### config.mk
export PLATFORM = sky130hd
export DESIGN_NAME = gsm_pin_mux
export DESIGN_NICKNAME = d
export VERILOG_FILES = /design/src/hw/gsm_pkg.sv /design/src/hw/gsm_pin_cell.sv /design/src/hw/gsm_pin_mux.sv
export SDC_FILE = /design/constraint.sdc
export NUM_CORES = 1
export LEC_CHECK = 0
export BUFFER_PORTS_ARGS = -buffer_cell sky130_fd_sc_hd__buf_2
export CORE_AREA = 2 2 47 81
export CTS_BUF_LIST = sky130_fd_sc_hd__clkbuf_4 sky130_fd_sc_hd__clkbuf_8
export CTS_CLUSTER_DIAMETER = 200
export CTS_CLUSTER_SIZE = 16
export DETAILED_ROUTE_END_ITERATION = 16
export DIE_AREA = 0 0 49 83
export HOLD_SLACK_MARGIN = 0.02
export PLACE_DENSITY = 0.85
export SLEW_MARGIN = 15
export SYNTH_ARGS = -nofsm -noshare
export SYNTH_HDL_FRONTEND = slang
export SYNTH_SLANG_ARGS = --single-unit
export TNS_END_PERCENT = 1
### constraint.sdc
create_clock -name mclk -period 2.53 [get_ports mclk]
set_input_delay 0.759 -clock mclk [delete_from_list [all_inputs] [get_ports mclk]]
set_output_delay 0.759 -clock mclk [all_outputs]
set_load 0.1 [all_outputs]
### src/hw/gsm_pkg.sv
package gsm_pkg;
  // pin count and bus widths
  localparam int GSM_NPINS = 3;
  localparam int GSM_AW = 8;
  localparam int GSM_DW = 32;

  // register byte offsets
  localparam logic [GSM_AW-1:0] GSM_OFS_DIR = 8'h00;
  localparam logic [GSM_AW-1:0] GSM_OFS_DATA = 8'h04;
  localparam logic [GSM_AW-1:0] GSM_OFS_GENCTL = 8'h08;
  localparam logic [GSM_AW-1:0] GSM_OFS_STATUS = 8'h0C;

  // direction register: bit n is pin n, one selects output
  localparam int GSM_DIR_PIN_ZERO = 0;
  localparam int GSM_DIR_PIN_ONE = 1;
  localparam int GSM_DIR_PIN_TWO = 2;
  localparam logic [GSM_NPINS-1:0] GSM_DIR_RST = 3'h0;
  localparam logic [GSM_NPINS-1:0] GSM_DOUT_RST = 3'h0;

  // general control fields
  localparam int GSM_GEN_CRM_BIT = 0;
  localparam int GSM_GEN_OVR_LSB = 20;
  localparam int GSM_GEN_OVR_MSB = 22;
  localparam logic [2:0] GSM_OVR_RST = 3'h0;
  localparam logic [2:0] GSM_OVR_CODE_A = 3'h1;
  localparam logic [2:0] GSM_OVR_CODE_B = 3'h3;

  // status fields
  localparam int GSM_ST_CLK_STRAP = 0;
  localparam int GSM_ST_ARB_STRAP = 1;
  localparam int GSM_ST_CRM_ACT = 2;
  localparam int GSM_ST_OVR_ACT = 3;
  localparam int GSM_ST_CLK_REQ = 4;

  // pins that carry an alternate function
  localparam int GSM_PIN_CRUN = 0;
  localparam int GSM_PIN_OVR = 1;

  // apb request and answer
  typedef struct packed {
    logic psel;
    logic penable;
    logic pwrite;
    logic [GSM_AW-1:0] paddr;
    logic [GSM_DW-1:0] pwdata;
  } gsm_apb_req_t;

  typedef struct packed {
    logic pready;
    logic pslverr;
    logic [GSM_DW-1:0] prdata;
  } gsm_apb_rsp_t;

  // pad drive for all general pins
  typedef struct packed {
    logic [GSM_NPINS-1:0] out;
    logic [GSM_NPINS-1:0] oe;
    logic [GSM_NPINS-1:0] pullup_en;
  } gsm_pad_t;
endpackage : gsm_pkg

### src/hw/gsm_pin_cell.sv
module gsm_pin_cell
  import gsm_pkg::*;
(
  // clock and reset
  input wire logic mclk,
  input wire logic rst_b,
  // software setting
  input wire logic dir,
  input wire logic dout,
  // alternate function
  input wire logic alt_en,
  input wire logic alt_oe,
  input wire logic alt_out,
  // pad
  input wire logic pin_in,
  output logic pin_out,
  output logic pin_oe,
  output logic pullup_en,
  // readback
  output logic in_smp,
  output logic rd_bit
);
  logic pin_out_ff, nxt_pin_out;
  logic pin_oe_ff, nxt_pin_oe;
  logic in_smp_ff, nxt_in_smp;
  logic rd_bit_ff, nxt_rd_bit;

  // pick drive from software or alternate function
  always_comb begin
    nxt_pin_oe = alt_en ? alt_oe : dir;
    nxt_pin_out = alt_en ? alt_out : (dir & dout);
    nxt_in_smp = pin_in;
    nxt_rd_bit = dir ? dout : pin_in;
  end

  // pad registers, released to input during reset
  always_ff @(posedge mclk) begin
    if (!rst_b) begin
      pin_oe_ff <= 1'b0;
      pin_out_ff <= 1'b0;
      in_smp_ff <= 1'b0;
      rd_bit_ff <= 1'b0;
    end else begin
      pin_oe_ff <= nxt_pin_oe;
      pin_out_ff <= nxt_pin_out;
      in_smp_ff <= nxt_in_smp;
      rd_bit_ff <= nxt_rd_bit;
    end
  end

  assign pin_out = pin_out_ff;
  assign pin_oe = pin_oe_ff;
  assign in_smp = in_smp_ff;
  assign rd_bit = rd_bit_ff;
  // pullup only in reset or while the pad is an input
  assign pullup_en = !rst_b || !pin_oe_ff;
endmodule : gsm_pin_cell

### src/hw/gsm_pin_mux.sv
module gsm_pin_mux
  import gsm_pkg::*;
#(
  parameter int NPINS = GSM_NPINS
) (
  // clock and reset
  input wire logic mclk,
  input wire logic rst_b,
  // apb slave
  input wire gsm_apb_req_t apb_req,
  output gsm_apb_rsp_t apb_rsp,
  // general pins
  input wire logic [NPINS-1:0] general_io_pin_in,
  output gsm_pad_t general_io_pad,
  // straps
  input wire logic clock_stop_support_strap,
  input wire logic arbiter_source_strap,
  // core side
  input wire logic power_override_level,
  output logic clock_stop_request_input,
  output logic clock_run_mode_active,
  output logic clock_stop_support_en,
  output logic external_arbiter_sel
);
  // software registers
  logic [NPINS-1:0] pin_direction_ff, nxt_pin_direction;
  logic [NPINS-1:0] pin_dout_ff, nxt_pin_dout;
  logic [2:0] power_override_select_ff, nxt_power_override_select;
  logic crm_enable_ff, nxt_crm_enable;
  logic [GSM_DW-1:0] prdata_ff, nxt_prdata;

  // strap capture state
  logic strap_done_ff, nxt_strap_done;
  logic clk_strap_ff, nxt_clk_strap;
  logic arb_strap_ff, nxt_arb_strap;

  // mux decisions
  logic override_on;
  logic crm_on;
  logic [NPINS-1:0] alt_en;
  logic [NPINS-1:0] alt_oe;
  logic [NPINS-1:0] alt_out;
  logic [NPINS-1:0] in_smp;
  logic [NPINS-1:0] rd_bits;

  // bus decode
  logic setup_ph;
  logic wr_fire;
  logic hit_dir;
  logic hit_data;
  logic hit_gen;
  logic hit_st;
  logic mapped;

  // names of the three direction bits
  logic pin_zero_direction;
  logic pin_one_direction;
  logic pin_two_direction;

  assign pin_zero_direction = pin_direction_ff[GSM_DIR_PIN_ZERO];
  assign pin_one_direction = pin_direction_ff[GSM_DIR_PIN_ONE];
  assign pin_two_direction = pin_direction_ff[GSM_DIR_PIN_TWO];

  // address decode, one aligned word per register
  always_comb begin
    hit_dir = (apb_req.paddr == GSM_OFS_DIR);
    hit_data = (apb_req.paddr == GSM_OFS_DATA);
    hit_gen = (apb_req.paddr == GSM_OFS_GENCTL);
    hit_st = (apb_req.paddr == GSM_OFS_STATUS);
    mapped = hit_dir | hit_data | hit_gen | hit_st;
    setup_ph = apb_req.psel & ~apb_req.penable;
    wr_fire = apb_req.psel & apb_req.penable & apb_req.pwrite;
  end

  // zero-wait slave; unmapped access answers with an error
  assign apb_rsp.pready = 1'b1;
  assign apb_rsp.pslverr = apb_req.psel & apb_req.penable & ~mapped;
  assign apb_rsp.prdata = prdata_ff;

  // power override field decode
  always_comb begin
    override_on = (power_override_select_ff == GSM_OVR_CODE_A) ||
                  (power_override_select_ff == GSM_OVR_CODE_B);
  end

  // clock-run mode needs the strap high and software enable
  assign crm_on = clk_strap_ff & crm_enable_ff;

  // alternate function per pin
  always_comb begin
    alt_en = '0;
    alt_oe = '0;
    alt_out = '0;
    // pin zero becomes an input for the clock-stop request
    alt_en[GSM_PIN_CRUN] = crm_on;
    alt_oe[GSM_PIN_CRUN] = 1'b0;
    // pin one drives the power override level
    alt_en[GSM_PIN_OVR] = override_on;
    alt_oe[GSM_PIN_OVR] = 1'b1;
    alt_out[GSM_PIN_OVR] = power_override_level;
    // pin two keeps no alternate use
  end

  // one pad cell per general pin
  genvar gi;
  generate
    for (gi = 0; gi < NPINS; gi++) begin : g_pin
      gsm_pin_cell u_cell (
        .mclk(mclk),
        .rst_b(rst_b),
        .dir(pin_direction_ff[gi]),
        .dout(pin_dout_ff[gi]),
        .alt_en(alt_en[gi]),
        .alt_oe(alt_oe[gi]),
        .alt_out(alt_out[gi]),
        .pin_in(general_io_pin_in[gi]),
        .pin_out(general_io_pad.out[gi]),
        .pin_oe(general_io_pad.oe[gi]),
        .pullup_en(general_io_pad.pullup_en[gi]),
        .in_smp(in_smp[gi]),
        .rd_bit(rd_bits[gi])
      );
    end
  endgenerate

  // clock-stop request follows pin zero only in clock-run mode
  assign clock_stop_request_input = in_smp[GSM_PIN_CRUN] & crm_on;
  assign clock_run_mode_active = crm_on;

  // strap levels picked up once, in the first cycle after reset release
  always_comb begin
    nxt_strap_done = 1'b1;
    nxt_clk_strap = clk_strap_ff;
    nxt_arb_strap = arb_strap_ff;
    if (!strap_done_ff) begin
      nxt_clk_strap = clock_stop_support_strap;
      nxt_arb_strap = arbiter_source_strap;
    end
  end

  always_ff @(posedge mclk) begin
    if (!rst_b) begin
      strap_done_ff <= 1'b0;
      clk_strap_ff <= 1'b0;
      arb_strap_ff <= 1'b0;
    end else begin
      strap_done_ff <= nxt_strap_done;
      clk_strap_ff <= nxt_clk_strap;
      arb_strap_ff <= nxt_arb_strap;
    end
  end

  // low strap: support off, internal arbiter; high: support on, external
  assign clock_stop_support_en = clk_strap_ff;
  assign external_arbiter_sel = arb_strap_ff;

  // register writes at the access phase
  always_comb begin
    nxt_pin_direction = pin_direction_ff;
    nxt_pin_dout = pin_dout_ff;
    nxt_power_override_select = power_override_select_ff;
    nxt_crm_enable = crm_enable_ff;
    if (wr_fire) begin
      if (hit_dir) begin
        nxt_pin_direction = apb_req.pwdata[NPINS-1:0];
      end
      if (hit_data) begin
        nxt_pin_dout = apb_req.pwdata[NPINS-1:0];
      end
      if (hit_gen) begin
        nxt_power_override_select = apb_req.pwdata[GSM_GEN_OVR_MSB:GSM_GEN_OVR_LSB];
        nxt_crm_enable = apb_req.pwdata[GSM_GEN_CRM_BIT];
      end
    end
  end

  always_ff @(posedge mclk) begin
    if (!rst_b) begin
      pin_direction_ff <= GSM_DIR_RST;
      pin_dout_ff <= GSM_DOUT_RST;
      power_override_select_ff <= GSM_OVR_RST;
      crm_enable_ff <= 1'b0;
    end else begin
      pin_direction_ff <= nxt_pin_direction;
      pin_dout_ff <= nxt_pin_dout;
      power_override_select_ff <= nxt_power_override_select;
      crm_enable_ff <= nxt_crm_enable;
    end
  end

  // read data prepared in the setup phase, held for the access phase
  always_comb begin
    nxt_prdata = prdata_ff;
    if (setup_ph) begin
      nxt_prdata = '0;
      if (hit_dir) begin
        nxt_prdata[NPINS-1:0] = pin_direction_ff;
      end
      if (hit_data) begin
        nxt_prdata[NPINS-1:0] = rd_bits;
      end
      if (hit_gen) begin
        nxt_prdata[GSM_GEN_OVR_MSB:GSM_GEN_OVR_LSB] = power_override_select_ff;
        nxt_prdata[GSM_GEN_CRM_BIT] = crm_enable_ff;
      end
      if (hit_st) begin
        nxt_prdata[GSM_ST_CLK_STRAP] = clk_strap_ff;
        nxt_prdata[GSM_ST_ARB_STRAP] = arb_strap_ff;
        nxt_prdata[GSM_ST_CRM_ACT] = crm_on;
        nxt_prdata[GSM_ST_OVR_ACT] = override_on;
        nxt_prdata[GSM_ST_CLK_REQ] = clock_stop_request_input;
      end
    end
  end

  always_ff @(posedge mclk) begin
    if (!rst_b) begin
      prdata_ff <= '0;
    end else begin
      prdata_ff <= nxt_prdata;
    end
  end
endmodule : gsm_pin_mux

# Yosys cells after proc, flatten, opt, wreduce, memory -nomap -nowiden
# Index checks and enable logic that the tools add are counted.
# W data, S select, Z words.
[totals]
reg_bits = 31
latch_bits = 0
ramBits = 0
romBits = 0
inputBits = 51
output_inout_bits = 47
elab_cells = 62
memories = 0
[op_classes]
n_addsub = 0
n_mul = 0
div = 0
order_cmp = 0
eq_ne = 5
shifts = 0
n_mux = 11
bitwise = 15
reduce_logical = 13
[ops]
columns = ["operator", "n"]
rows = [
  ["$eq A8 B4 Y1 const B", 2],
  ["$and A1 B1 Y1", 9],
  ["$mux W3", 3],
  ["$eq A8 B3 Y1 const B", 1],
  ["$logic_not A8 Y1", 1],
  ["$mux W1", 7],
  ["$reduce_and A2 Y1", 3],
  ["$mux W5", 1],
  ["$logic_not A1 Y1", 4],
  ["$logic_or A1 B1 Y1", 4],
  ["$eq A3 B1 Y1 const B", 1],
  ["$eq A3 B2 Y1 const B", 1],
  ["$not A1 Y1", 3],
  ["$or A1 B1 Y1", 3],
  ["$reduce_or A2 Y1", 1],
]

# Longest topological paths before layout
# Gate-level depths: netlist of the first run.
[depth]
depth_word = 6
depth_mapped = 4
mapped_depth_nobuf = 3

# By module
# From an unflattened synthesis of the first run, not the netlist that was laid out.
[hier_totals]
cells_unflattened = 166
hier_area_um2 = 1582.8
[modules_own_cells]
columns = ["mod", "n_inst", "cells_per_inst", "area_per_inst_um2", "seq_area_each_um2"]
rows = [
  ["gsm_pin_mux", 1, 127, 1162.4, 420.4],
  ["gsm_pin_cell", 3, 13, 140.1, 80.1],
]

# Worst setup path after synthesis of the first run
# Ideal clock, no wire load.
[synth_path]
path_kind = "input port to output port"
from = "in apb_req[37] (netlist bit)"
to = "out apb_rsp[32] (netlist bit)"
t_arrival_ps = 2332
required_ps = 1771
slack_ps = -561
cell_stages = 2
path_buffers = 0
cell_sequence = "nor2_1 > a21oi_1"
[synth_lines]
columns = ["element", "line", "rtl"]
rows = [
  ["from (decl)", "gsm_pin_mux.sv:10", "input wire gsm_apb_req_t apb_req,"],
  ["to (decl)", "gsm_pin_mux.sv:11", "output gsm_apb_rsp_t apb_rsp,"],
]

==> results.py, run 1 <==
metrics = {
    "run": {
        "cap_violations": 0,
    },
    "setup_path": {
        "crit_buf_inv": 2,
        "ff2ff_setup_slack_ps": 1370,
        "timing.rr.end": "prdata_ff[0]$_SDFFE_PN0P_",
        "start_kind": "input pin",
        "slowest_stage": "nor4_4",
        "required_ps": 1770,
        "path_delay_family": "buffers and inverters",
        "end_kind": "output pin",
        "crit_path_max_incr_delay_ps": 310,
        "cp_cell_sequence": "buf_2, nor4_4, a21oi_2, buf_2",
        "crit-reg2reg-launch": "clock_stop_support_en$_SDFFE_PN0N_",
        "cp_max_fo": 2,
        "criticalPathCategory": "in -> out",
        "crit_path_frequent_cell": "buf_2",
        "rr_worst_depth": 2,
        "worstPathArrival_ps": 1560,
    },
    "layout": {
        "syn_to_final_growth_pct": 13.6,
        "final_common_cell": "buf_2",
        "postLayoutCellArea_um2": 1760,
        "final_nets": 256,
        "register_area_um2": 621,
        "n_fill_cell": 344,
        "drive_above_1_share": 0.312,
        "multiInputGateArea_um2": 728,
        "fin_cells": 250,
        "final_cell_mix": "buf_2, dfxtp_1, nand2_1",
        "diodes": 0,
    },
    "placement": {
        "hpwl_um": 2270,
        "place_ws_ps": 205,
        "placed_cells": 243,
        "place_area_um2": 1670,
        "gp_congestion": 0.763,
        "port_buffers": 46,
    },
    "clock_tree": {
        "postCtsSetupRepairBufs": 0,
        "cts_resized": 0,
        "cts_sinks": 31,
        "clockBufferDepth": 2,
        "cts_hold_buf": 0,
        "cts_root_buffer": "clkbuf_8",
        "clkTransAtPathRegs_ps": 60,
        "clk_latency_ps": 280,
        "h-tree-depth": 2,
        "numCtsBuffers": 5,
        "cts_tree": "yes",
    },
    "logic_synthesis": {
        "ys.flop_type": "dfxtp_1",
        "synth_mux_area_frac": 0.124,
        "ys_types": 30,
        "syn-instance-count": 166,
        "yosys.area_share.xor_xnor": 0,
        "synthSimpleGateAreaFrac": 0.219,
        "yosysSeqAreaShare": 0.400,
        "synth_compound_area_frac": 0.0638,
        "synth-seq-cells": 31,
        "synth.cell_area_um2": 1550,
        "synth_async_sr_flop_share": 0,
        "synthAdderAreaFrac": 0,
        "synth_top_family_by_area": "simple AND/OR/NAND/NOR gates",
        "synth_area_per_cell_um2": 9.34,
        "yosysWarningCount": 0,
        "synth_enable_flop_cells": 0,
    },
    "detailed_routing": {
        "vias_per_cell": 4.68,
        "met3_length_um": 169,
        "drc": 0,
        "met1_length_um": 1010,
        "drt_wl_total_um": 2890,
        "drtIter0Drc": 8,
        "highest_layer": "met4",
        "ant_nets": 0,
        "drtPass1Iterations": 4,
        "vias": 1169,
        "wl_met2_um": 1620,
        "wl_per_cell_um": 11.6,
    },
    "global_route": {
        "grt_use_total": 0.148,
        "grt_first_pass_wirelength_um": 4530,
        "antenna_found_initial": 0,
        "grt_max_degree": 22,
        "grt_pass1_vias": 1033,
        "gr-total-overflow": 0,
    },
    "power_and_ir_drop": {
        "clock_power_share": 0.341,
        "ir_drop_mv": 0.418,
        "intPower_w": 0.000740,
        "switching_share": 0.349,
        "power_density_nw_per_um2": 646,
        "p_sw_w": 0.000398,
        "leakage_nw": 0.890,
        "pwr-share-comb": 0.222,
        "power_frac_seq": 0.438,
    },
    "sta": {
        "fin_crit_sh": 0.918,
        "max_freq_mhz": 431,
        "finClkSkew_ps": 3.22,
        "hold_violations": 0,
        "period_minus_slack_ps": 2320,
        "setup_viol_count_final": 0,
        "layout_setup_ws_ps": 208,
        "rsz0062_at_grt": "false",
        "maxSlewViolCount": 0,
    },
    "die": {
        "io_pins": 98,
        "rows": 28,
        "initial_core_util": 0.456,
        "die_h_um": 83,
        "die_w_um": 49,
        "coreArea_um2": 3400,
        "die_area_um2": 4070,
    },
    "worst_hold_path": {
        "whs_path_depth": 2,
        "min_to": "prdata_ff[22]$_SDFFE_PN0P_",
        "hp-class": "reg -> reg",
        "hp-start": "prdata_ff[22]$_SDFFE_PN0P_",
    },
    "status": {
        "status": "complete, no violations",
    },
}
==> cells by family after synthesis <==
group / after synthesis
AND/OR/NAND/NOR: 58
AO/OA/AOI/OAI: 14
multiplexers: 18
flip-flops: 31
other: 2
buffers and inverters: 43
==> power by group through the flow <==
stage               registers, W  logic, W  clock network (W)
global placement        0.000508  0.000251                  0
finish                  0.000498  0.000252           0.000388
CTS                     0.000498  0.000252           0.000400
detailed placement      0.000509  0.000252                  0
global route            0.000498  0.000261           0.000421
floorplan               0.000522  0.000235                  0
==> sequential cells by signal, indices dropped and copies added (netlist names) <==
register / count
pin_dout_ff: 3
crm_enable_ff: 1
prdata_ff: 8
g_pin.u_cell.rd_bit: 3
pin_direction_ff: 3
external_arbiter_sel: 1
clock_stop_support_en: 1
strap_done_ff: 1
g_pin.u_cell.pin_oe: 3
power_override_select_ff: 3
g_pin.u_cell.in_smp: 1
g_pin.u_cell.pin_out: 3
==> synthesized netlist by cell type (2+ instances only) <==
cell type	number	share of area
buf_4	34	0.16
dfxtp_1	31	0.40
nand2_1	26	0.063
mux2i_1	17	0.11
nor2b_1	8	0.032
nand3_1	5	0.016
a21boi_0	4	0.019
clkbuf_1	4	0.0097
nand4_1	4	0.016
a32o_1	3	0.019
and3_1	3	0.012
a21oi_1	2	0.0065
and2_1	2	0.0081
buf_2	2	0.0065
conb_1	2	0.0048
inv_1	2	0.0048
nand4_2	2	0.016
nor2_1	2	0.0048
o21ai_1	2	0.0065
==> tightest hold or removal path, delay by kind of cell, from the launching register on <==
family | cells | cell delay (ps)
simple gates | 1 | 50
flops | 1 | 310
compound gates | 1 | 60
==> layout make-up <==
type	count	share of cell area
Sequential cell	31	0.353
Clock buffer	6	0.0469
Tap cell	45	0.0320
Timing Repair Buffer	50	0.148
Multi-Input combinational cell	115	0.414
Clock inverter	1	0.00284
Inverter	2	0.00426
==> routing by layer <==
metal | GRT usage | vias to the layer above
met2 | 0.273 | 50
met4 | 0.0805 | 0
met1 | 0.140 | 533
li1 | - | 579
met5 | 0 | -
met3 | 0.0450 | 7
==> how the worst max path moves through the flow <==
| stage | startpoint | endpoint | slack, ps | cells after the start |
|---|---|---|---|---|
| after global routing | apb_req[39] | apb_rsp[32] | 200 | 4 |
| after global placement | apb_req[39] | apb_rsp[32] | 220 | 4 |
| after detailed placement | apb_req[39] | apb_rsp[32] | 210 | 4 |
| final | apb_req[39] | apb_rsp[32] | 210 | 4 |
| after floorplan | clock_stop_support_en$_SDFFE_PN0N_ | clock_stop_request_input | -160 | 1 |
| after CTS | apb_req[39] | apb_rsp[32] | 200 | 4 |
==> metrics by stage <==
step	total power (W)	hold slack, ps	utilization	setup TNS [ps]
after floorplan	0.000757	438	-	-157
final	0.00114	459	0.518	0
after global placement	0.000760	449	0.492	0
after detailed placement	0.000761	458	0.492	0
after global routing	0.00118	484	0.518	0
after CTS	0.00115	467	0.518	0
No activity file was read; power rests on OpenSTA's default activity.
==> run 2: changes to the inputs <==
--- a/config.mk
+++ b/config.mk
@@ -6,14 +6,14 @@
 export NUM_CORES = 1
 export LEC_CHECK = 0
 export BUFFER_PORTS_ARGS = -buffer_cell sky130_fd_sc_hd__buf_2
-export CORE_AREA = 2 2 47 81
+export CORE_AREA = 2 2 48 84
 export CTS_BUF_LIST = sky130_fd_sc_hd__clkbuf_4 sky130_fd_sc_hd__clkbuf_8
 export CTS_CLUSTER_DIAMETER = 200
 export CTS_CLUSTER_SIZE = 16
 export DETAILED_ROUTE_END_ITERATION = 16
-export DIE_AREA = 0 0 49 83
+export DIE_AREA = 0 0 50 86
 export HOLD_SLACK_MARGIN = 0.02
-export PLACE_DENSITY = 0.85
+export PLACE_DENSITY = 0.8
 export SLEW_MARGIN = 15
 export SYNTH_ARGS = -nofsm -noshare
 export SYNTH_HDL_FRONTEND = slang
==> constraint.sdc (replaced) <==
create_clock -name mclk -period 2.4 [get_ports mclk]
set_input_delay 0.12 -clock mclk [delete_from_list [all_inputs] [get_ports mclk]]
set_output_delay 0.12 -clock mclk [all_outputs]
set_load 0.1 [all_outputs]
==> run 2 against run 1 <==
  * Combinational power up 3%
  * Non-clock buffer count fell by 4
  * Clock skew decreased by 2.4 ps
  * Wire length shrank 1.9%
  * Flip-flop and latch count stayed put
  * Total power increased by 5.1%
  * Worst hold slack worse by 400 ps
  * Register-to-register slack worse by 110 ps
  * Final area down 1.8%
  * Utilization is 3.7 points lower
  * Sequential share of layout area increased by 0.64 points
  * Via count decreased by 1.6%
  * Critical path type is now reg -> out
  * Highest routed layer unchanged
==> results.py, run 2 (same netlist as run 1, synthesis figures left out) <==
metrics = {
    "sta": {
        "fin_crit_sh": 0.612,
        "rsz0062_at_grt": "false",
        "maxSlewViolCount": 0,
        "period_minus_slack_ps": 1470,
        "setup_viol_count_final": 0,
        "hold_violations": 0,
        "setup_tns_ps": 0,
        "finClkSkew_ps": 0.854,
        "worst_slew_pin_slew_ps": 614,
        "max_freq_mhz": 681,
        "relSlewSlack": 0.590,
    },
    "global_route": {
        "grt_use_total": 0.144,
        "grt_max_degree": 41,
        "grt_pass1_vias": 998,
        "grt_first_pass_wirelength_um": 4620,
        "antenna_found_initial": 0,
        "gr-total-overflow": 0,
    },
    "clock_tree": {
        "cts_root_buffer": "clkbuf_8",
        "clk_latency_ps": 280,
        "clkTransAtPathRegs_ps": 60,
        "cts_hold_buf": 0,
        "cts_tree": "yes",
        "numCtsBuffers": 5,
        "postCtsSetupRepairBufs": 0,
        "h-tree-depth": 2,
        "cts_resized": 0,
        "cts_sinks": 31,
        "clockBufferDepth": 2,
    },
    "detailed_routing": {
        "vias": 1150,
        "wl_per_cell_um": 11.4,
        "drc": 0,
        "drt_wl_total_um": 2840,
        "vias_per_cell": 4.64,
        "drtIter0Drc": 12,
        "ant_nets": 0,
        "drtPass1Iterations": 4,
    },
    "worst_hold_path": {
        "hp-class": "in -> reg",
        "whs_path_depth": 2,
        "hp-start": "general_io_pin_in[0]",
    },
    "setup_path": {
        "start_kind": "flop",
        "criticalPathCategory": "reg -> out",
        "worstPathArrival_ps": 1350,
        "crit_start": "clock_stop_support_en$_SDFFE_PN0N_",
        "end_kind": "output pin",
        "rr_worst_depth": 2,
        "required_ps": 2280,
        "crit-reg2reg-launch": "clock_stop_support_en$_SDFFE_PN0N_",
        "cp_max_fo": 6,
    },
    "layout": {
        "final_cell_mix": "buf_2, dfxtp_1, nand2_1",
        "final_common_cell": "buf_2",
        "largest_reg_flops": 8,
        "multiInputGateArea_um2": 724,
        "diodes": 0,
        "drive_above_1_share": 0.297,
        "syn_to_final_growth_pct": 11.5,
        "final_nets": 252,
        "n_fill_cell": 362,
        "register_area_um2": 621,
        "final_util": 0.481,
        "largest_register": "prdata_ff",
    },
    "die": {
        "rows": 29,
        "die_area_um2": 4300,
        "io_pins": 98,
        "initial_core_util": 0.432,
        "coreArea_um2": 3590,
        "die_h_um": 86,
        "die_w_um": 50,
    },
    "status": {
        "status": "complete, no violations",
    },
    "run": {
        "cap_violations": 0,
    },
    "placement": {
        "gp_congestion": 0.768,
        "hpwl_um": 2170,
        "port_buffers": 46,
    },
    "power_and_ir_drop": {
        "power_density_nw_per_um2": 692,
        "leakage_nw": 0.872,
        "ir_drop_mv": 0.434,
    },
}
## run 2: cell type report
cell class,count,area share
Inverter,2,0.00434
Multi-Input combinational cell,115,0.419
Clock inverter,1,0.00289
Sequential cell,31,0.359
Clock buffer,7,0.0485
Timing Repair Buffer,46,0.133
Tap cell,46,0.0333
## run 2: path summary, 6_finish.rpt
kind / end / slack, ps
worst max-delay path: clock_stop_request_input / 930
worst min-delay path: g_pin[0].u_cell.in_smp$_SDFF_PN0_ / 60
worst max register to register: prdata_ff[0]$_SDFFE_PN0P_ / 1260
worst min register to register: prdata_ff[3]$_SDFFE_PN0P_ / 460
## run 2: critical path, stage by stage, from the launching register on
cell and delay (ps):
dfxtp_1 410, and3_1 220, buf_2 440
## run 2: where the power goes
| group | internal (W) | leakage (nW) | switching [W] |
|---|---|---|---|
| clock network | 0.000226 | 0.0491 | 0.000185 |
| registers | 0.000521 | 0.251 | 0.00000379 |
| logic | 0.0000311 | 0.571 | 0.000229 |
## run 2: layer usage
layer | share of wire | vias up | wire (um) | global-route usage
met5 | 0 | - | 0 | 0
met4 | 0.020 | 0 | 57 | 0.0758
met3 | 0.073 | 7 | 206 | 0.0557
met2 | 0.53 | 49 | 1510 | 0.252
met1 | 0.38 | 522 | 1070 | 0.143
li1 | - | 572 | - | -
## run 2: through the flow
step | cells | hold slack, ps | instance area (um^2) | worst slack, ps | power, W
CTS | 248 | 56.3 | 1730 | 904 | 0.00121
global route | 248 | 76.9 | 1730 | 862 | 0.00124
global placement | 240 | 347 | 1640 | 1030 | 0.000795
finish | 248 | 60.8 | 1730 | 932 | 0.00120
detailed placement | 240 | 346 | 1640 | 1020 | 0.000797
floorplan | 189 | 148 | 1640 | 127 | 0.000797
==> run 3: changes to the inputs <==
--- a/config.mk
+++ b/config.mk
@@ -6,14 +6,14 @@
 export NUM_CORES = 1
 export LEC_CHECK = 0
 export BUFFER_PORTS_ARGS = -buffer_cell sky130_fd_sc_hd__buf_2
-export CORE_AREA = 2 2 48 84
+export CORE_AREA = 2 2 51 89
 export CTS_BUF_LIST = sky130_fd_sc_hd__clkbuf_4 sky130_fd_sc_hd__clkbuf_8
 export CTS_CLUSTER_DIAMETER = 200
 export CTS_CLUSTER_SIZE = 16
 export DETAILED_ROUTE_END_ITERATION = 16
-export DIE_AREA = 0 0 50 86
+export DIE_AREA = 0 0 53 91
 export HOLD_SLACK_MARGIN = 0.02
-export PLACE_DENSITY = 0.8
+export PLACE_DENSITY = 0.75
 export SLEW_MARGIN = 15
 export SYNTH_ARGS = -nofsm -noshare
 export SYNTH_HDL_FRONTEND = slang
==> constraint.sdc (replaced) <==
create_clock -name mclk -period 1.3 [get_ports mclk]
set_input_delay 0.065 -clock mclk [delete_from_list [all_inputs] [get_ports mclk]]
set_output_delay 0.065 -clock mclk [all_outputs]
set_load 0.1 [all_outputs]
==> run 3 against run 2 <==
  * Final area up 9.6%
  * Non-clock buffer count up 9
  * Global-route usage down 0.37 points
  * Critical path depth unchanged
  * Setup slack worse by 850 ps
  * Sequential share of layout area down 3.1 points
  * Sequential power up 84%
  * Combinational power up 95%
  * Total power up 120%
  * Cell count up 4.8%
  * Die area up 12%
  * Critical path type unchanged
  * Largest cell class unchanged
==> results.py, run 3 (same netlist as run 1, synthesis figures left out) <==
metrics = {
    "clock_tree": {
        "clkTransAtPathRegs_ps": 70,
        "cts_sinks": 31,
        "cts_tree": "yes",
        "clockBufferDepth": 2,
        "clk_latency_ps": 290,
        "cts_root_buffer": "clkbuf_8",
        "h-tree-depth": 2,
        "numCtsBuffers": 5,
    },
    "sta": {
        "hold_violations": 0,
        "fin_crit_sh": 0.935,
        "finClkSkew_ps": 7.36,
        "maxSlewViolCount": 0,
        "setup_viol_count_final": 0,
        "setup_tns_ps": 0,
        "rsz0062_at_grt": "false",
        "period_minus_slack_ps": 1220,
        "max_freq_mhz": 822,
    },
    "power_and_ir_drop": {
        "power_density_nw_per_um2": 1380,
        "leakage_nw": 0.934,
        "ir_drop_mv": 0.757,
    },
    "layout": {
        "final_cell_mix": "buf_2, dfxtp_1, nand2_1",
        "final_common_cell": "buf_2",
        "largest_reg_flops": 8,
        "diodes": 0,
        "largest_register": "prdata_ff",
        "syn_to_final_growth_pct": 22.2,
        "final_nets": 261,
        "final_util": 0.465,
        "drive_above_1_share": 0.322,
        "n_fill_cell": 396,
    },
    "detailed_routing": {
        "drtIter0Drc": 12,
        "vias": 1165,
        "ant_nets": 0,
        "drc": 0,
        "wl_per_cell_um": 11.7,
        "drt_wl_total_um": 3050,
        "vias_per_cell": 4.48,
        "drtPass1Iterations": 4,
    },
    "die": {
        "io_pins": 98,
        "die_area_um2": 4820,
        "die_w_um": 53,
        "rows": 31,
        "die_h_um": 91,
        "coreArea_um2": 4070,
        "initial_core_util": 0.381,
    },
    "worst_hold_path": {
        "hp-class": "in -> reg",
    },
    "setup_path": {
        "start_kind": "flop",
        "end_kind": "output pin",
        "required_ps": 1240,
        "ff2ff_setup_slack_ps": 140,
        "criticalPathCategory": "reg -> out",
        "worstPathArrival_ps": 1150,
        "cp_max_fo": 5,
    },
    "placement": {
        "gp_congestion": 0.783,
        "hpwl_um": 2350,
        "port_buffers": 46,
    },
    "global_route": {
        "grt_first_pass_wirelength_um": 4940,
        "antenna_found_initial": 0,
        "grt_max_degree": 30,
        "grt_use_total": 0.141,
        "gr-total-overflow": 0,
        "grt_pass1_vias": 1079,
    },
    "status": {
        "status": "complete, no violations",
    },
    "run": {
        "cap_violations": 0,
    },
}
-- run 3: worst paths after layout --
check                                            end  cells past startpoint                               start
hold reg to reg           prdata_ff[21]$_SDFFE_PN0P_                      2          prdata_ff[21]$_SDFFE_PN0P_
hold / removal    g_pin[1].u_cell.pin_out$_SDFF_PN0_                      3                power_override_level
setup reg to reg           prdata_ff[0]$_SDFFE_PN0P_                      2          crm_enable_ff$_SDFFE_PN0P_
setup / recovery               clock_stop_support_en                      2  clock_stop_support_en$_SDFFE_PN0N_
-- run 3: through the flow --
stage / hold slack, ps / cells / cell area [um^2] / setup slack (ps) / power [W]
finish: 23.7 / 260 / 1890 / 84.2 / 0.00261
global route: 49.6 / 260 / 1890 / 44.1 / 0.00271
CTS: 26.5 / 260 / 1890 / 76.7 / 0.00264
detailed placement: 309 / 248 / 1720 / 94.0 / 0.00149
global placement: 295 / 248 / 1720 / 118 / 0.00148
floorplan: 92.7 / 189 / 1640 / -311 / 0.00147
-- run 3: timing repair --
action | in CTS | in global routing
hold endpoints to repair | 4 | 0
hold buffers | 4 | 0
setup buffers | 0 | 0
resized for setup | 0 | 0
setup endpoints to repair | 0 | 0
-- run 3: routing by layer --
layer  vias to the layer above  part of all wire  track usage
met5                         -                 0            0
met4                         0             0.026       0.0705
met3                         6             0.060       0.0345
met2                        48              0.54        0.241
met1                       521              0.37        0.153
li1                        590                 -            -
-- run 3: critical path: stages, from the launching register on --
cell and delay (ps):
dfxtp_2 330, buf_4 120, buf_2 420
-- run 3: layout make-up --
class	count	area, um^2	share of cell area
multi-input combinational	115	729	0.385
clock inverter	3	67.6	0.0357
tap	49	61.3	0.0324
inverter	2	7.51	0.00396
timing repair buffer	55	338	0.178
sequential	31	622	0.328
clock buffer	5	68.8	0.0363
-- run 3: power breakdown --
part | total (W) | switching [W] | internal [W]
registers | 0.000967 | 0.00000553 | 0.000962
clock network | 0.00114 | 0.000376 | 0.000764
logic | 0.000506 | 0.000431 | 0.0000744
total | 0.00261 | 0.000813 | 0.00180
